`config.mk`:
```
export PLATFORM = sky130hd
export DESIGN_NAME = ccpd_clock_ctrl
export DESIGN_NICKNAME = d
export VERILOG_FILES = /design/src/hw/ccpd_pkg.sv /design/src/hw/ccpd_clock_ctrl.sv /design/src/hw/ccpd_divider.sv
export SDC_FILE = /design/constraint.sdc
export NUM_CORES = 1
export LEC_CHECK = 0
export ABC_CLOCK_PERIOD_IN_PS = 3800
export BUFFER_PORTS_ARGS = -buffer_cell sky130_fd_sc_hd__buf_4
export CAP_MARGIN = 40
export CORE_MARGIN = 2
export CORE_UTILIZATION = 64
export CTS_BUF_LIST = sky130_fd_sc_hd__clkbuf_8
export CTS_CLUSTER_DIAMETER = 60
export CTS_CLUSTER_SIZE = 40
export DETAILED_ROUTE_END_ITERATION = 16
export PLACE_DENSITY = 0.94
export REMOVE_ABC_BUFFERS = 1
export SETUP_SLACK_MARGIN = 0.3
export SKIP_LAST_GASP = 1
export SYNTH_ARGS = -nofsm -noshare
export SYNTH_HDL_FRONTEND = slang
export SYNTH_HIERARCHICAL = 1
export SYNTH_SLANG_ARGS = --single-unit
```
`constraint.sdc`:
```
create_clock -name i_mclk -period 3.8 [get_ports i_mclk]
set_input_delay 0.38 -clock i_mclk [delete_from_list [all_inputs] [get_ports i_mclk]]
set_output_delay 0.38 -clock i_mclk [all_outputs]
set_load 0.1 [all_outputs]
```
`src/hw/ccpd_pkg.sv`:
```
package ccpd_pkg;

  // ----------------------------------------
  // mode decode, divider settings and lock states
  // ----------------------------------------
  typedef enum logic [1:0] {
    ccpd_ratio_one,
    ccpd_ratio_half,
    ccpd_ratio_five
  } ccpd_ratio_t;

  typedef enum logic [1:0] {
    ccpd_div_full,
    ccpd_div_sixteenth,
    ccpd_div_stop
  } ccpd_div_t;

  typedef enum logic {
    ccpd_lock_ramp,
    ccpd_lock_track
  } ccpd_lock_t;

  typedef struct packed {
    logic feedback_on;
    logic pll_power;
    ccpd_ratio_t ratio;
  } ccpd_mode_t;

  // ----------------------------------------
  // encodings, widths and counts
  // ----------------------------------------
  localparam logic [1:0] CCPD_MODE_STATIC = 2'h0;
  localparam logic [1:0] CCPD_MODE_HALF = 2'h1;
  localparam logic [1:0] CCPD_MODE_ONE = 2'h2;
  localparam logic [1:0] CCPD_MODE_PLL = 2'h3;
  localparam logic [1:0] CCPD_SEL_FULL = 2'h0;
  localparam logic [1:0] CCPD_SEL_SIXTEENTH = 2'h1;
  localparam logic [1:0] CCPD_SEL_STOP = 2'h2;
  localparam int CCPD_PER_W = 16;
  localparam logic [CCPD_PER_W-1:0] CCPD_PLL_MULT = 16'h0005;
  localparam logic [7:0] CCPD_LOCK_LAST = 8'hFF;
  localparam logic [3:0] CCPD_SIXTEENTH_LAST = 4'hF;
  localparam int CCPD_INT_W = 4;

endpackage

```
`src/hw/ccpd_clock_ctrl.sv`:
```
`timescale 1ns/1ps
`default_nettype none

module ccpd_clock_ctrl (
  input wire logic i_mclk,
  input wire logic i_rst,
  input wire logic i_clock_mode_pin_a,
  input wire logic i_clock_mode_pin_b,
  input wire logic i_external_ref_input,
  input wire logic i_crystal_input,
  input wire logic i_reset_pin_n,
  input wire logic [ccpd_pkg::CCPD_INT_W-1:0] i_int_pin_n,
  input wire logic [1:0] i_divide_sel,
  input wire logic i_legacy_div2,
  output logic o_crystal_drive_output,
  output logic o_pll_power_enable,
  output logic o_feedback_enable,
  output logic o_pll_locked,
  output logic o_clock_stopped,
  output logic o_primary_phase_clock,
  output logic o_secondary_phase_clock
);

  // ----------------------------------------
  // pin synchronisers
  // ----------------------------------------
  logic [1:0] mode_s1_q, mode_s2_q;
  logic ext_s1_q, ext_s2_q, xtal_s1_q, xtal_s2_q;
  logic rstp_s1_q, rstp_s2_q;
  logic [ccpd_pkg::CCPD_INT_W-1:0] int_s1_q, int_s2_q;

  always_ff @(posedge i_mclk) begin
    if (i_rst) begin
      mode_s1_q <= 2'h0;
      mode_s2_q <= 2'h0;
      ext_s1_q <= 1'b0;
      ext_s2_q <= 1'b0;
      xtal_s1_q <= 1'b0;
      xtal_s2_q <= 1'b0;
      rstp_s1_q <= 1'b0;
      rstp_s2_q <= 1'b0;
      int_s1_q <= {ccpd_pkg::CCPD_INT_W{1'b1}};
      int_s2_q <= {ccpd_pkg::CCPD_INT_W{1'b1}};
    end else begin
      mode_s1_q <= {i_clock_mode_pin_a, i_clock_mode_pin_b};
      mode_s2_q <= mode_s1_q;
      ext_s1_q <= i_external_ref_input;
      ext_s2_q <= ext_s1_q;
      xtal_s1_q <= i_crystal_input;
      xtal_s2_q <= xtal_s1_q;
      rstp_s1_q <= i_reset_pin_n;
      rstp_s2_q <= rstp_s1_q;
      int_s1_q <= i_int_pin_n;
      int_s2_q <= int_s1_q;
    end
  end

  // ----------------------------------------
  // mode decode
  // ----------------------------------------
  ccpd_pkg::ccpd_mode_t mode;
  always_comb begin
    mode.feedback_on = 1'b1;
    mode.pll_power = 1'b0;
    mode.ratio = ccpd_pkg::ccpd_ratio_one;
    unique case (mode_s2_q)
      ccpd_pkg::CCPD_MODE_STATIC: begin
        mode.feedback_on = 1'b0;
      end
      ccpd_pkg::CCPD_MODE_HALF: begin
        mode.ratio = ccpd_pkg::ccpd_ratio_half;
      end
      ccpd_pkg::CCPD_MODE_ONE: begin
        mode.ratio = ccpd_pkg::ccpd_ratio_one;
      end
      ccpd_pkg::CCPD_MODE_PLL: begin
        mode.pll_power = 1'b1;
        mode.ratio = ccpd_pkg::ccpd_ratio_five;
      end
    endcase
  end

  // ----------------------------------------
  // reference and edge detection
  // ----------------------------------------
  logic ref_q, rstp_q, half_q;
  wire ref_now = ext_s2_q ^ xtal_s2_q;
  wire ref_edge = ref_now && !ref_q;
  wire rstp_fall = rstp_q && !rstp_s2_q;
  wire sync_clr = rstp_fall && ref_edge;
  wire half_tick = ref_edge && half_q;

  // ----------------------------------------
  // PLL model: period measure, lock, x5
  // ----------------------------------------
  logic [ccpd_pkg::CCPD_PER_W-1:0] per_cnt_q, per_q, acc_q;
  logic [7:0] lock_cnt_q;
  ccpd_pkg::ccpd_lock_t lock_q;
  wire [ccpd_pkg::CCPD_PER_W-1:0] acc_sum = acc_q + ccpd_pkg::CCPD_PLL_MULT;
  wire acc_wrap = (per_q != '0) && (acc_sum >= per_q);
  wire x5_tick = acc_wrap;
  wire pll_tick = (lock_q == ccpd_pkg::ccpd_lock_track) ? x5_tick : half_tick;
  wire lock_adv = ref_edge && rstp_s2_q && mode.pll_power;
  logic core_tick;

  always_comb begin
    unique case (mode.ratio)
      ccpd_pkg::ccpd_ratio_five: core_tick = pll_tick;
      ccpd_pkg::ccpd_ratio_half: core_tick = half_tick;
      ccpd_pkg::ccpd_ratio_one: core_tick = ref_edge;
      default: core_tick = 1'b0;
    endcase
  end

  always_ff @(posedge i_mclk) begin
    if (i_rst) begin
      ref_q <= 1'b0;
      rstp_q <= 1'b0;
      half_q <= 1'b0;
      per_cnt_q <= '0;
      per_q <= '0;
      acc_q <= '0;
      lock_cnt_q <= 8'h00;
      lock_q <= ccpd_pkg::ccpd_lock_ramp;
    end else begin
      ref_q <= ref_now;
      rstp_q <= rstp_s2_q;
      if (ref_edge) begin
        half_q <= !half_q;
      end
      if (!mode.pll_power) begin
        per_cnt_q <= '0;
        per_q <= '0;
        acc_q <= '0;
        lock_cnt_q <= 8'h00;
        lock_q <= ccpd_pkg::ccpd_lock_ramp;
      end else begin
        // tracks the latest reference period
        if (ref_edge) begin
          per_q <= per_cnt_q + 16'h0001;
          per_cnt_q <= '0;
          acc_q <= '0;
        end else begin
          per_cnt_q <= per_cnt_q + 16'h0001;
          acc_q <= acc_wrap ? acc_sum - per_q : acc_sum;
        end
        if (lock_adv && lock_q == ccpd_pkg::ccpd_lock_ramp) begin
          lock_cnt_q <= lock_cnt_q + 8'h01;
          if (lock_cnt_q == ccpd_pkg::CCPD_LOCK_LAST) begin
            lock_q <= ccpd_pkg::ccpd_lock_track;
          end
        end
      end
    end
  end

  // ----------------------------------------
  // divider and phase outputs
  // ----------------------------------------
  logic div_tick, stopped, leg_q, phase_q;
  wire wake = !rstp_s2_q || (int_s2_q != {ccpd_pkg::CCPD_INT_W{1'b1}});
  wire ccpd_pkg::ccpd_div_t div_sel = ccpd_pkg::ccpd_div_t'(i_divide_sel);

  ccpd_divider u_div (
    .i_mclk(i_mclk),
    .i_rst(i_rst),
    .i_tick(core_tick),
    .i_sel(div_sel),
    .i_wake(wake),
    .i_sync_clr(sync_clr),
    .o_tick(div_tick),
    .o_stopped(stopped)
  );

  // phases toggle only on whole ticks, never mid-period
  wire phase_step = div_tick && (!i_legacy_div2 || leg_q);

  always_ff @(posedge i_mclk) begin
    if (i_rst) begin
      leg_q <= 1'b0;
      phase_q <= 1'b0;
      o_crystal_drive_output <= 1'b0;
      o_pll_power_enable <= 1'b0;
      o_feedback_enable <= 1'b0;
      o_pll_locked <= 1'b0;
      o_clock_stopped <= 1'b0;
      o_primary_phase_clock <= 1'b0;
      o_secondary_phase_clock <= 1'b1;
    end else begin
      if (sync_clr) begin
        leg_q <= 1'b0;
        phase_q <= 1'b0;
      end else begin
        if (div_tick) begin
          leg_q <= !leg_q;
        end
        if (phase_step) begin
          phase_q <= !phase_q;
        end
      end
      o_crystal_drive_output <= mode.feedback_on && !xtal_s2_q;
      o_pll_power_enable <= mode.pll_power;
      o_feedback_enable <= mode.feedback_on;
      o_pll_locked <= mode.pll_power && (lock_q == ccpd_pkg::ccpd_lock_track);
      o_clock_stopped <= stopped;
      o_primary_phase_clock <= phase_q;
      o_secondary_phase_clock <= !phase_q;
    end
  end

endmodule

`default_nettype wire

```
`src/hw/ccpd_divider.sv`:
```
`timescale 1ns/1ps
`default_nettype none

module ccpd_divider (
  input wire logic i_mclk,
  input wire logic i_rst,
  input wire logic i_tick,
  input wire ccpd_pkg::ccpd_div_t i_sel,
  input wire logic i_wake,
  input wire logic i_sync_clr,
  output logic o_tick,
  output logic o_stopped
);

  ccpd_pkg::ccpd_div_t active_q, active_d;
  logic [3:0] cnt_q;
  wire is_full = (active_q == ccpd_pkg::ccpd_div_full);
  wire is_six = (active_q == ccpd_pkg::ccpd_div_sixteenth);
  wire is_stop = (active_q == ccpd_pkg::ccpd_div_stop);
  wire six_end = is_six && (cnt_q == ccpd_pkg::CCPD_SIXTEENTH_LAST);
  // settings change only between whole output periods or at once on sync clear
  // stop is left only through wake or sync clear
  wire boundary = is_full || (six_end && i_tick) || (is_six && cnt_q == 4'h0);
  wire keep_sel = (i_sel == ccpd_pkg::ccpd_div_stop) || (i_sel == ccpd_pkg::ccpd_div_sixteenth);

  assign o_tick = i_tick && (is_full || six_end);
  assign o_stopped = is_stop;

  always_comb begin
    active_d = active_q;
    if (i_sync_clr) begin
      active_d = ccpd_pkg::ccpd_div_full;
    end else if (is_stop && i_wake) begin
      active_d = ccpd_pkg::ccpd_div_full;
    end else if (boundary) begin
      active_d = keep_sel ? i_sel : ccpd_pkg::ccpd_div_full;
    end
  end

  always_ff @(posedge i_mclk) begin
    if (i_rst) begin
      active_q <= ccpd_pkg::ccpd_div_full;
      cnt_q <= 4'h0;
    end else begin
      active_q <= active_d;
      if (i_sync_clr || !is_six) begin
        cnt_q <= 4'h0;
      end else if (i_tick) begin
        cnt_q <= cnt_q + 4'h1;
      end
    end
  end

endmodule

`default_nettype wire

```
# Yosys cells after proc, flatten, opt, wreduce, memory -nomap -nowiden
# Cells that the tools add are included.
# totals
wordCells	98
input_bits	14
register_bits	93
# op_classes
reduce_logical	42
n_lt_le_gt_ge	1
bitwise_logic	3
n_mux	7
eq_ne	11
n_addsub	5
# op_table
cell	n
$add 16x1->16 const B	1
$add 16x3->16 const B	1
$ge 16x16->1	1
$logic_and 1x1->1	16
$mux 16	1
$reduce_bool 16->1	1
$sub 16x16->16	1
$add 8x1->8 const B	1
$eq 2x1->1 const B	4
$eq 2x2->1 const B	4
$eq 8x8->1 const B	1
$logic_not 1->1	8
$logic_or 1x1->1	7
$logic_not 2->1	3
$reduce_or 2->1	3
$reduce_or 3->1	2
$add 4x1->4 const B	1
$eq 4x4->1 const B	1
$logic_not 4->1	1
$ne 4x4->1 const B	1
$pmux 2 s2	1
$mux 1	3
$pmux 1 s3	1
$mux 2	1
other kinds (3)	4

# Logic depth before layout (Yosys ltp)
# Gate-level depths: netlist of the first run.
# logic_depth
word_depth	8
depth_mapped	18
ltp_nobuf	17

# Hierarchy
# The synthesis of the first run kept the hierarchy.
# modules_own_cells
module	cells_each	area_per_inst_um2	n_inst
ccpd_clock_ctrl	475	4141.5	1
ccpd_divider	37	351.6	1

# Worst setup path before layout of the first run
# Ideal clock, no wire load.
# synth_path
kind	register to register
from	reg acc_q[7] in the netlist's numbering
to	reg phase_q
path_slack_ps	471
arrival_time_ps	3251
synth_period_minus_slack_ps	3329
n_path_buf	2
stages_incl_launch_ff	19
required_ps	3722
cell_sequence	dfxtp_1 -> nand4_1 -> nor3_1 -> nand3_1 -> xnor2_1 -> ha_1 -> buf_2 -> a21oi_1 -> o21ai_1 -> o21bai_1 -> o311a_2 -> a41o_1 -> buf_4 -> nand4_2 -> nor3b_2 -> a21o_1 -> o21ai_0 -> xor2_1 -> nor3_1
# synth_between
elab_chain_cells	7
# synth_lines
item	line	text
start, declared	ccpd_clock_ctrl.sv:96	logic [ccpd_pkg::CCPD_PER_W-1:0] per_cnt_q, per_q, acc_q;
start signal, assigned	ccpd_clock_ctrl.sv:145	acc_q <= acc_wrap ? acc_sum - per_q : acc_sum;
$add 16x3->16	ccpd_clock_ctrl.sv:99	wire [ccpd_pkg::CCPD_PER_W-1:0] acc_sum = acc_q + ccpd_pkg::CCPD_PLL_MULT;
$ge 16x16->1	ccpd_clock_ctrl.sv:100	wire acc_wrap = (per_q != '0) && (acc_sum >= per_q);
$logic_and 1x1->1	ccpd_clock_ctrl.sv:100	
$mux 1	ccpd_clock_ctrl.sv:102	wire pll_tick = (lock_q == ccpd_pkg::ccpd_lock_track) ? x5_tick : half_tick;
$pmux 1 s3	ccpd_clock_ctrl.sv:107	unique case (mode.ratio)
net core_tick	ccpd_clock_ctrl.sv:104	logic core_tick;
$logic_and 1x1->1	ccpd_divider.sv:26	assign o_tick = i_tick && (is_full || six_end);
net div_tick	ccpd_clock_ctrl.sv:160	logic div_tick, stopped, leg_q, phase_q;
$logic_and 1x1->1	ccpd_clock_ctrl.sv:176	wire phase_step = div_tick && (!i_legacy_div2 || leg_q);
end signal, assigned	ccpd_clock_ctrl.sv:198	phase_q <= !phase_q;
end, declared	ccpd_clock_ctrl.sv:160	
# The timed path passes the listed nets, and every way through them passes these cells.
# A chain may end at the register's enable or synchronous reset.

# Final worst setup path of the first run
# layout_path
from	reg acc_q[6] in the netlist's numbering
to	reg leg_q
# layout_between
elab_chain_cells	6
# layout_lines
item	line	text
$add 16x3->16	ccpd_clock_ctrl.sv:99	
$ge 16x16->1	ccpd_clock_ctrl.sv:100	
$logic_and 1x1->1	ccpd_clock_ctrl.sv:100	
$mux 1	ccpd_clock_ctrl.sv:102	
$pmux 1 s3	ccpd_clock_ctrl.sv:107	
net core_tick	ccpd_clock_ctrl.sv:104	
$logic_and 1x1->1	ccpd_divider.sv:26	
net div_tick	ccpd_clock_ctrl.sv:160	
end signal, assigned	ccpd_clock_ctrl.sv:195	leg_q <= !leg_q;
end, declared	ccpd_clock_ctrl.sv:160	
# The timed path passes the listed nets, and every way through them passes these cells.

==> flow_summary.json, run 1 <==
{
  "setup_viol": 0,
  "worstReg2RegStart": "acc_q[6]",
  "hold_ws_ns": 0.192,
  "yosysTopAreaCell": "dfxtp_1",
  "place.gp.congestion": 0.962,
  "drive_gt1_share_pct": 21.0,
  "antenna_found_initial": 0,
  "wire_per_inst_um": 15.6,
  "netlist_instances": 512,
  "min_path_cells": 2,
  "dieWidth_um": 87.8,
  "syn2layout_area_growth_pct": 17.4,
  "ff2ff_setup_slack_ns": 0.34,
  "fin_crit_ns": 3.46,
  "hp-start": "i_int_pin_n[2]",
  "r2r_end": "leg_q",
  "core-area_mm2": 0.00679,
  "firstDrtPassIters": 4,
  "grt_pass1_wl_um": 15600,
  "gr-total-overflow": 0,
  "maxCapViolations": 0,
  "synthFlopType": "dfxtp_1",
  "power_density_mw_per_mm2": 335,
  "drv_slew": 0,
  "crit_fanout": 4,
  "synth_top_area_share_pct": 41.4,
  "cts.sinks": 93,
  "ant_nets": 0,
  "clock_latency_ns": 0.36,
  "startpoint_type": "flip-flop",
  "ys_seq_elements": 93,
  "root_buffer": "clkbuf_8",
  "tns_ns": 0,
  "n_antenna_cell": 0,
  "yosysSeqAreaShare_pct": 41.4,
  "first_iter_violations": 136,
  "grt_pass1_vias": 3475,
  "cts_max_level": 3,
  "grt_max_degree": 34,
  "placed_area_mm2": 0.00472,
  "cts_tree": "done",
  "tightest_slew_ns": 0.738,
  "cts_buffers": 9,
  "drc": 0,
  "outcome": "finished clean",
  "syn_area_per_cell_um2": 8.78,
  "vias_per_cell": 5.75,
  "start_util_pct": 66.1,
  "num_vias": 3698,
  "fin_util_pct": 77.7,
  "final_area_mm2": 0.00528,
  "ys_warn_count": 6,
  "grt_use_total_pct": 26.1,
  "drt_wl_total_um": 10000,
  "rsz0062_at_grt": "no",
  "vdd_drop_max_mv": 0.341,
  "cts_max_path_buffers": 2,
  "worst_setup_path_end_kind": "flip-flop",
  "io_pins": 21,
  "synth_edf_count": 0,
  "finalClockSkew_ns": 0.0111,
  "fmax_mhz": 289,
  "worst_hold_path.endpoint": "int_s1_q[2]",
  "die_area_mm2": 0.00771,
  "path_clk_slew_ns": 0.09,
  "row_count": 30,
  "die_y_um": 87.8,
  "layout_commonest_cell": "dfxtp_1",
  "nNetsFinal": 579,
  "netlist_area_mm2": 0.00449,
  "yosysUniqueCellTypes": 58,
  "crit_required_ns": 4.08,
  "worst-setup-path-type": "reg2reg",
  "r2r_cells": 16,
  "portBuffers": 20,
  "dp_hpwl_um": 6770,
  "max-slew-margin-rel_pct": 50.8,
  "layout_common_cells": "84 x dfxtp_1, 68 x nor2_1, 38 x nand2_1",
  "hold_class": "in2reg",
  "worstPathArrival_ns": 3.74,
  "ys_async_sr_fraction_pct": 0,
  "yosys-top-cells-area": "dfxtp_1 41%, nor2_1 5.9%, ha_1 5.8%",
  "period_share_pct": 91.1,
  "p_leak_nw": 2.02,
  "hold_viol_final": 0
}
worst max path at each step:
stage             start  endpoint  slack (ns)
2_1_floorplan  acc_q[7]   phase_q        0.26
3_3_place_gp   acc_q[3]   phase_q        0.36
3_5_place_dp   acc_q[7]   phase_q        0.09
4_1_cts        acc_q[0]   phase_q        0.31
5_1_grt        acc_q[6]   phase_q        0.19
6_report       acc_q[6]     leg_q        0.34
flip-flops by register name (all words and copies together) (netlist names), 4 cells and up:
signal       count
u_div/cnt_q      4
int_s2_q         4
per_cnt_q       16
per_q           16
lock_cnt_q       8
int_s1_q         4
acc_q           16
worst max-delay path: stages, from the launching register on:
cell and delay (ns):
dfxtp_1 0.36, nand4_1 0.10, buf_4 0.17, nor2_1 0.17, and4_1 0.24, xor2_1 0.27, ha_1 0.34, nand2_1 0.18
o221ai_4 0.15, o311a_2 0.37, a41o_1 0.25, nand4_2 0.10, nor3b_2 0.07, a21o_1 0.17, buf_4 0.14, xnor2_1 0.13
nor3_1 0.18
synth_stat cells (all sizes together) (5+ instances only):
master / count
a21oi: 27
nor3: 9
nor2: 72
a211oi: 25
clkbuf: 10
nand4: 14
nor4: 5
nand3: 13
nand2b: 7
nor2b: 15
ha: 21
inv: 26
nand2: 39
buf: 6
xnor2: 25
and3: 9
dfxtp: 93
o21ai: 18
or2: 11
xor2: 26
per-layer routing:
| metal | track usage, % | up-vias | routed length [um] |
|---|---|---|---|
| met2 | 47.5 | 115 | 5220 |
| met1 | 29.6 | 1730 | 4000 |
| met4 | 12.0 | 0 | 270 |
| met3 | 4.43 | 23 | 519 |
| li1 | - | 1830 | - |
| met5 | 0 | - | 0 |
kinds of logic after synthesis:
kind of cell | Yosys count | synth area share [%]
simple gates | 208 | 23.5
compound gates | 94 | 14.4
flops | 93 | 41.4
xor+xnor | 51 | 9.94
buf+inv | 42 | 4.01
fa+ha+maj | 22 | 6.29
mux | 2 | 0.446
power by group:
group          total (mW)  switching (mW)  internal [mW]
registers           0.998         0.00942          0.989
clock network       0.662           0.357          0.305
logic               0.106          0.0643         0.0420
total                1.77           0.431           1.34
area by class of cell:
| cell class | count | area, um2 |
|---|---|---|
| Clock buffer | 9 | 124 |
| Clock inverter | 6 | 70.1 |
| Fill cell | 444 | 1520 |
| Inverter | 26 | 97.6 |
| Multi-Input combinational cell | 377 | 2710 |
| Sequential cell | 93 | 1880 |
| Tap cell | 96 | 120 |
| Timing Repair Buffer | 36 | 278 |
repair_timing:
item | 4_1_cts | 5_1_grt
hold buffers | 0 | 0
pin swaps | 17 | 11
resized for setup | 19 | 36
setup endpoints to repair | 2 | 2
buffers inserted | 9 | 3
per-stage QoR:
stage	worst slack [ns]	total power, mW	instances
after global routing	0.190	1.81	643
after detailed placement	0.0856	1.12	616
after CTS	0.309	1.77	640
after global placement	0.364	1.12	615
final	0.340	1.77	643
after floorplan	0.262	1.09	496
Note: power is estimated with default switching activity, not from simulation.
==> run 2, diff against run 1 <==
--- a/config.mk
+++ b/config.mk
@@ -5,6 +5,7 @@
 export SDC_FILE = /design/constraint.sdc
 export NUM_CORES = 1
 export LEC_CHECK = 0
+export ABC_AREA = 1
 export ABC_CLOCK_PERIOD_IN_PS = 3800
 export BUFFER_PORTS_ARGS = -buffer_cell sky130_fd_sc_hd__buf_4
 export CAP_MARGIN = 40
@@ -14,7 +15,7 @@
 export CTS_CLUSTER_DIAMETER = 60
 export CTS_CLUSTER_SIZE = 40
 export DETAILED_ROUTE_END_ITERATION = 16
-export PLACE_DENSITY = 0.94
+export PLACE_DENSITY = 0.93
 export REMOVE_ABC_BUFFERS = 1
 export SETUP_SLACK_MARGIN = 0.3
 export SKIP_LAST_GASP = 1
==> flow_summary.json, run 2 <==
{
  "drc": 0,
  "ant_nets": 0,
  "max_stage_delay_ns": 0.37,
  "num_vias": 4362,
  "portBuffers": 20,
  "grt_max_degree": 30,
  "yosysTopAreaCell": "dfxtp_1",
  "crit_fanout": 4,
  "root_buffer": "clkbuf_8",
  "die_y_um": 91.9,
  "fin_crit_ns": 3.28,
  "io_pins": 21,
  "vdd_drop_max_mv": 0.304,
  "cts_max_path_buffers": 2,
  "grt_pass1_wl_um": 18400,
  "start_util_pct": 65.0,
  "ys_async_sr_fraction_pct": 0,
  "tns_ns": 0,
  "yosys-top-cells-area": "dfxtp_1 38%, nand2_1 12%, inv_1 8.2%",
  "maxCapViolations": 0,
  "clock_latency_ns": 0.37,
  "n_antenna_cell": 0,
  "max-slew-margin-rel_pct": 51.8,
  "netlist_area_mm2": 0.00494,
  "layout_common_cells": "155 x nand2_1, 108 x inv_1, 95 x nor2_1",
  "path_buf_inv": 4,
  "postLayoutSetupSlackWorst_ns": 0.518,
  "path_clk_slew_ns": 0.11,
  "vias_per_cell": 5.31,
  "dieWidth_um": 91.9,
  "die_area_mm2": 0.00844,
  "hold_class": "in2reg",
  "synth_top_area_share_pct": 37.7,
  "yosysSeqAreaShare_pct": 37.7,
  "yosysMostFrequentCell": "nand2_1",
  "reg.largest.list": "acc_q: 16 flops, per_cnt_q: 16 flops, per_q: 16 flops",
  "crit_required_ns": 4.12,
  "cts.sinks": 93,
  "outcome": "finished clean",
  "rsz0062_at_grt": "no",
  "row_count": 32,
  "power_density_mw_per_mm2": 323,
  "finalClockSkew_ns": 0.00905,
  "path_common_cell": "nand2_1",
  "ctsHoldBuffers": 0,
  "power_mw": 1.77,
  "place_worst_setup_slack_ns": 0.305,
  "worst-setup-path-type": "reg2reg",
  "cp_top_family": "simple AND/OR/NAND/NOR gates",
  "worst_setup_path_end_kind": "flip-flop",
  "grt_use_total_pct": 26.9,
  "ys_seq_elements": 93,
  "drv_slew": 0,
  "synthFlopType": "dfxtp_1",
  "core-area_mm2": 0.00761,
  "cts_max_level": 3,
  "worstPathArrival_ns": 3.60,
  "nNetsFinal": 750,
  "antenna_found_initial": 0,
  "slowest_stage": "ha_1",
  "syn2layout_area_growth_pct": 10.8,
  "syn_area_per_cell_um2": 7.17,
  "fmax_mhz": 305,
  "synth_edf_count": 0,
  "cts_buffers": 9,
  "tightest_slew_ns": 0.723,
  "gr-total-overflow": 0,
  "wire_per_inst_um": 13.3,
  "cts_tree": "done",
  "drive_gt1_share_pct": 14.2,
  "hold_viol_final": 0,
  "setup_viol": 0,
  "startpoint_type": "flip-flop",
  "place.gp.congestion": 0.904,
  "ys_warn_count": 6,
  "first_iter_violations": 231,
  "yosysUniqueCellTypes": 44,
  "crit_path_cell_trace": "ha_1 -> nor2_1 -> nor2_2 -> buf_4 -> nand2_1 -> xor2_1 -> inv_1 -> ha_1 -> nand2_1 -> inv_2 -> nand2_2 -> nor2_2 -> nand2_2 -> nand2_1 -> nand2_1 -> o21ai_2 -> inv_1 -> o22ai_2 -> o21ai_1 -> or2_2 -> a21oi_1",
  "period_share_pct": 86.4,
  "firstDrtPassIters": 6,
  "dp_hpwl_um": 7740,
  "p_leak_nw": 2.47,
  "netlist_instances": 689,
  "layout_commonest_cell": "nand2_1",
  "drt_wl_total_um": 10900,
  "yosys-top-cells-count": "155 x nand2_1, 108 x inv_1, 96 x nor2_1",
  "grt_pass1_vias": 4161
}
run 2: changes by cell type after synthesis, sizes merged, moves of 7 or more:
cell	change
o22ai	+9
nand3	+17
nand2b	-7
inv	+89
nor2b	-15
xnor2	-12
clkbuf	-7
nand2	+122
a211oi	-25
nor2	+36
and3	-9
run 2: path summary, 6_finish.rpt:
check,from,end,depth (start not counted),slack (ns)
worst min register to register,mode_s1_q[0],mode_s2_q[0],2,0.41
worst max register to register,acc_q[0],phase_q,21,0.52
worst max-delay path,acc_q[0],phase_q,21,0.52
worst min-delay path,i_int_pin_n[2],int_s1_q[2],2,0.18
run 2: timing repair:
action	4_1_cts	5_1_grt
endpoints found under the setup margin	1	1
setup buffers	0	2
hold endpoints to repair	0	0
pin swaps	0	2
resized for setup	1	13
run 2: cells by family (layout without fill, tap and decap cells):
| kind of cell | Yosys count | in the layout | share of synthesized area, % |
|---|---|---|---|
| compound gates | 63 | 63 | 7.62 |
| xor+xnor | 34 | 34 | 6.03 |
| fa+ha+maj | 22 | 22 | 5.72 |
| buf+inv | 126 | 156 | 10.0 |
| flops | 93 | 93 | 37.7 |
| simple gates | 351 | 351 | 32.9 |
run 2: layout make-up:
cell class	instances	area, um2
multi-input combinational	470	2660
sequential	93	1860
timing repair buffer	24	180
clock inverter	7	88.8
clock buffer	9	124
tap	102	128
inverter	116	437
fill	545	2130
run 2: metal layers:
layer | GRT usage [%] | routed length, um | vias to the layer above
met4 | 9.45 | 243 | 0
met3 | 5.59 | 658 | 23
met5 | 0 | 0 | -
li1 | - | - | 2196
met2 | 47.9 | 5510 | 161
met1 | 32.2 | 4540 | 1982
run 2: where the power goes:
group,internal [mW],switching (mW)
sequential,0.990,0.00770
combinational,0.0321,0.0539
clock,0.267,0.418
total,1.29,0.480
run 2: stage by stage:
| step | hold slack, ns | area, um2 | util (%) | std cells |
|---|---|---|---|---|
| after floorplan | 0.388 | 4880 | - | 679 |
| after detailed placement | 0.394 | 5180 | 68.0 | 803 |
| after CTS | 0.171 | 5390 | 70.9 | 819 |
| after global placement | 0.391 | 5180 | 68.0 | 803 |
| after global routing | 0.171 | 5480 | 72.0 | 821 |
| final | 0.178 | 5480 | 72.0 | 821 |
run 2: worst reg2reg max path: stages (launching register included):
cell and delay [ns]:
dfxtp_2 0.35, ha_1 0.22, nor2_1 0.12, nor2_2 0.07, buf_4 0.15, nand2_1 0.07, xor2_1 0.17, inv_1 0.11
ha_1 0.37, nand2_1 0.08, inv_2 0.08, nand2_2 0.06, nor2_2 0.11, nand2_2 0.08, nand2_1 0.06, nand2_1 0.07
o21ai_2 0.21, inv_1 0.10, o22ai_2 0.22, o21ai_1 0.11, or2_2 0.28, a21oi_1 0.13
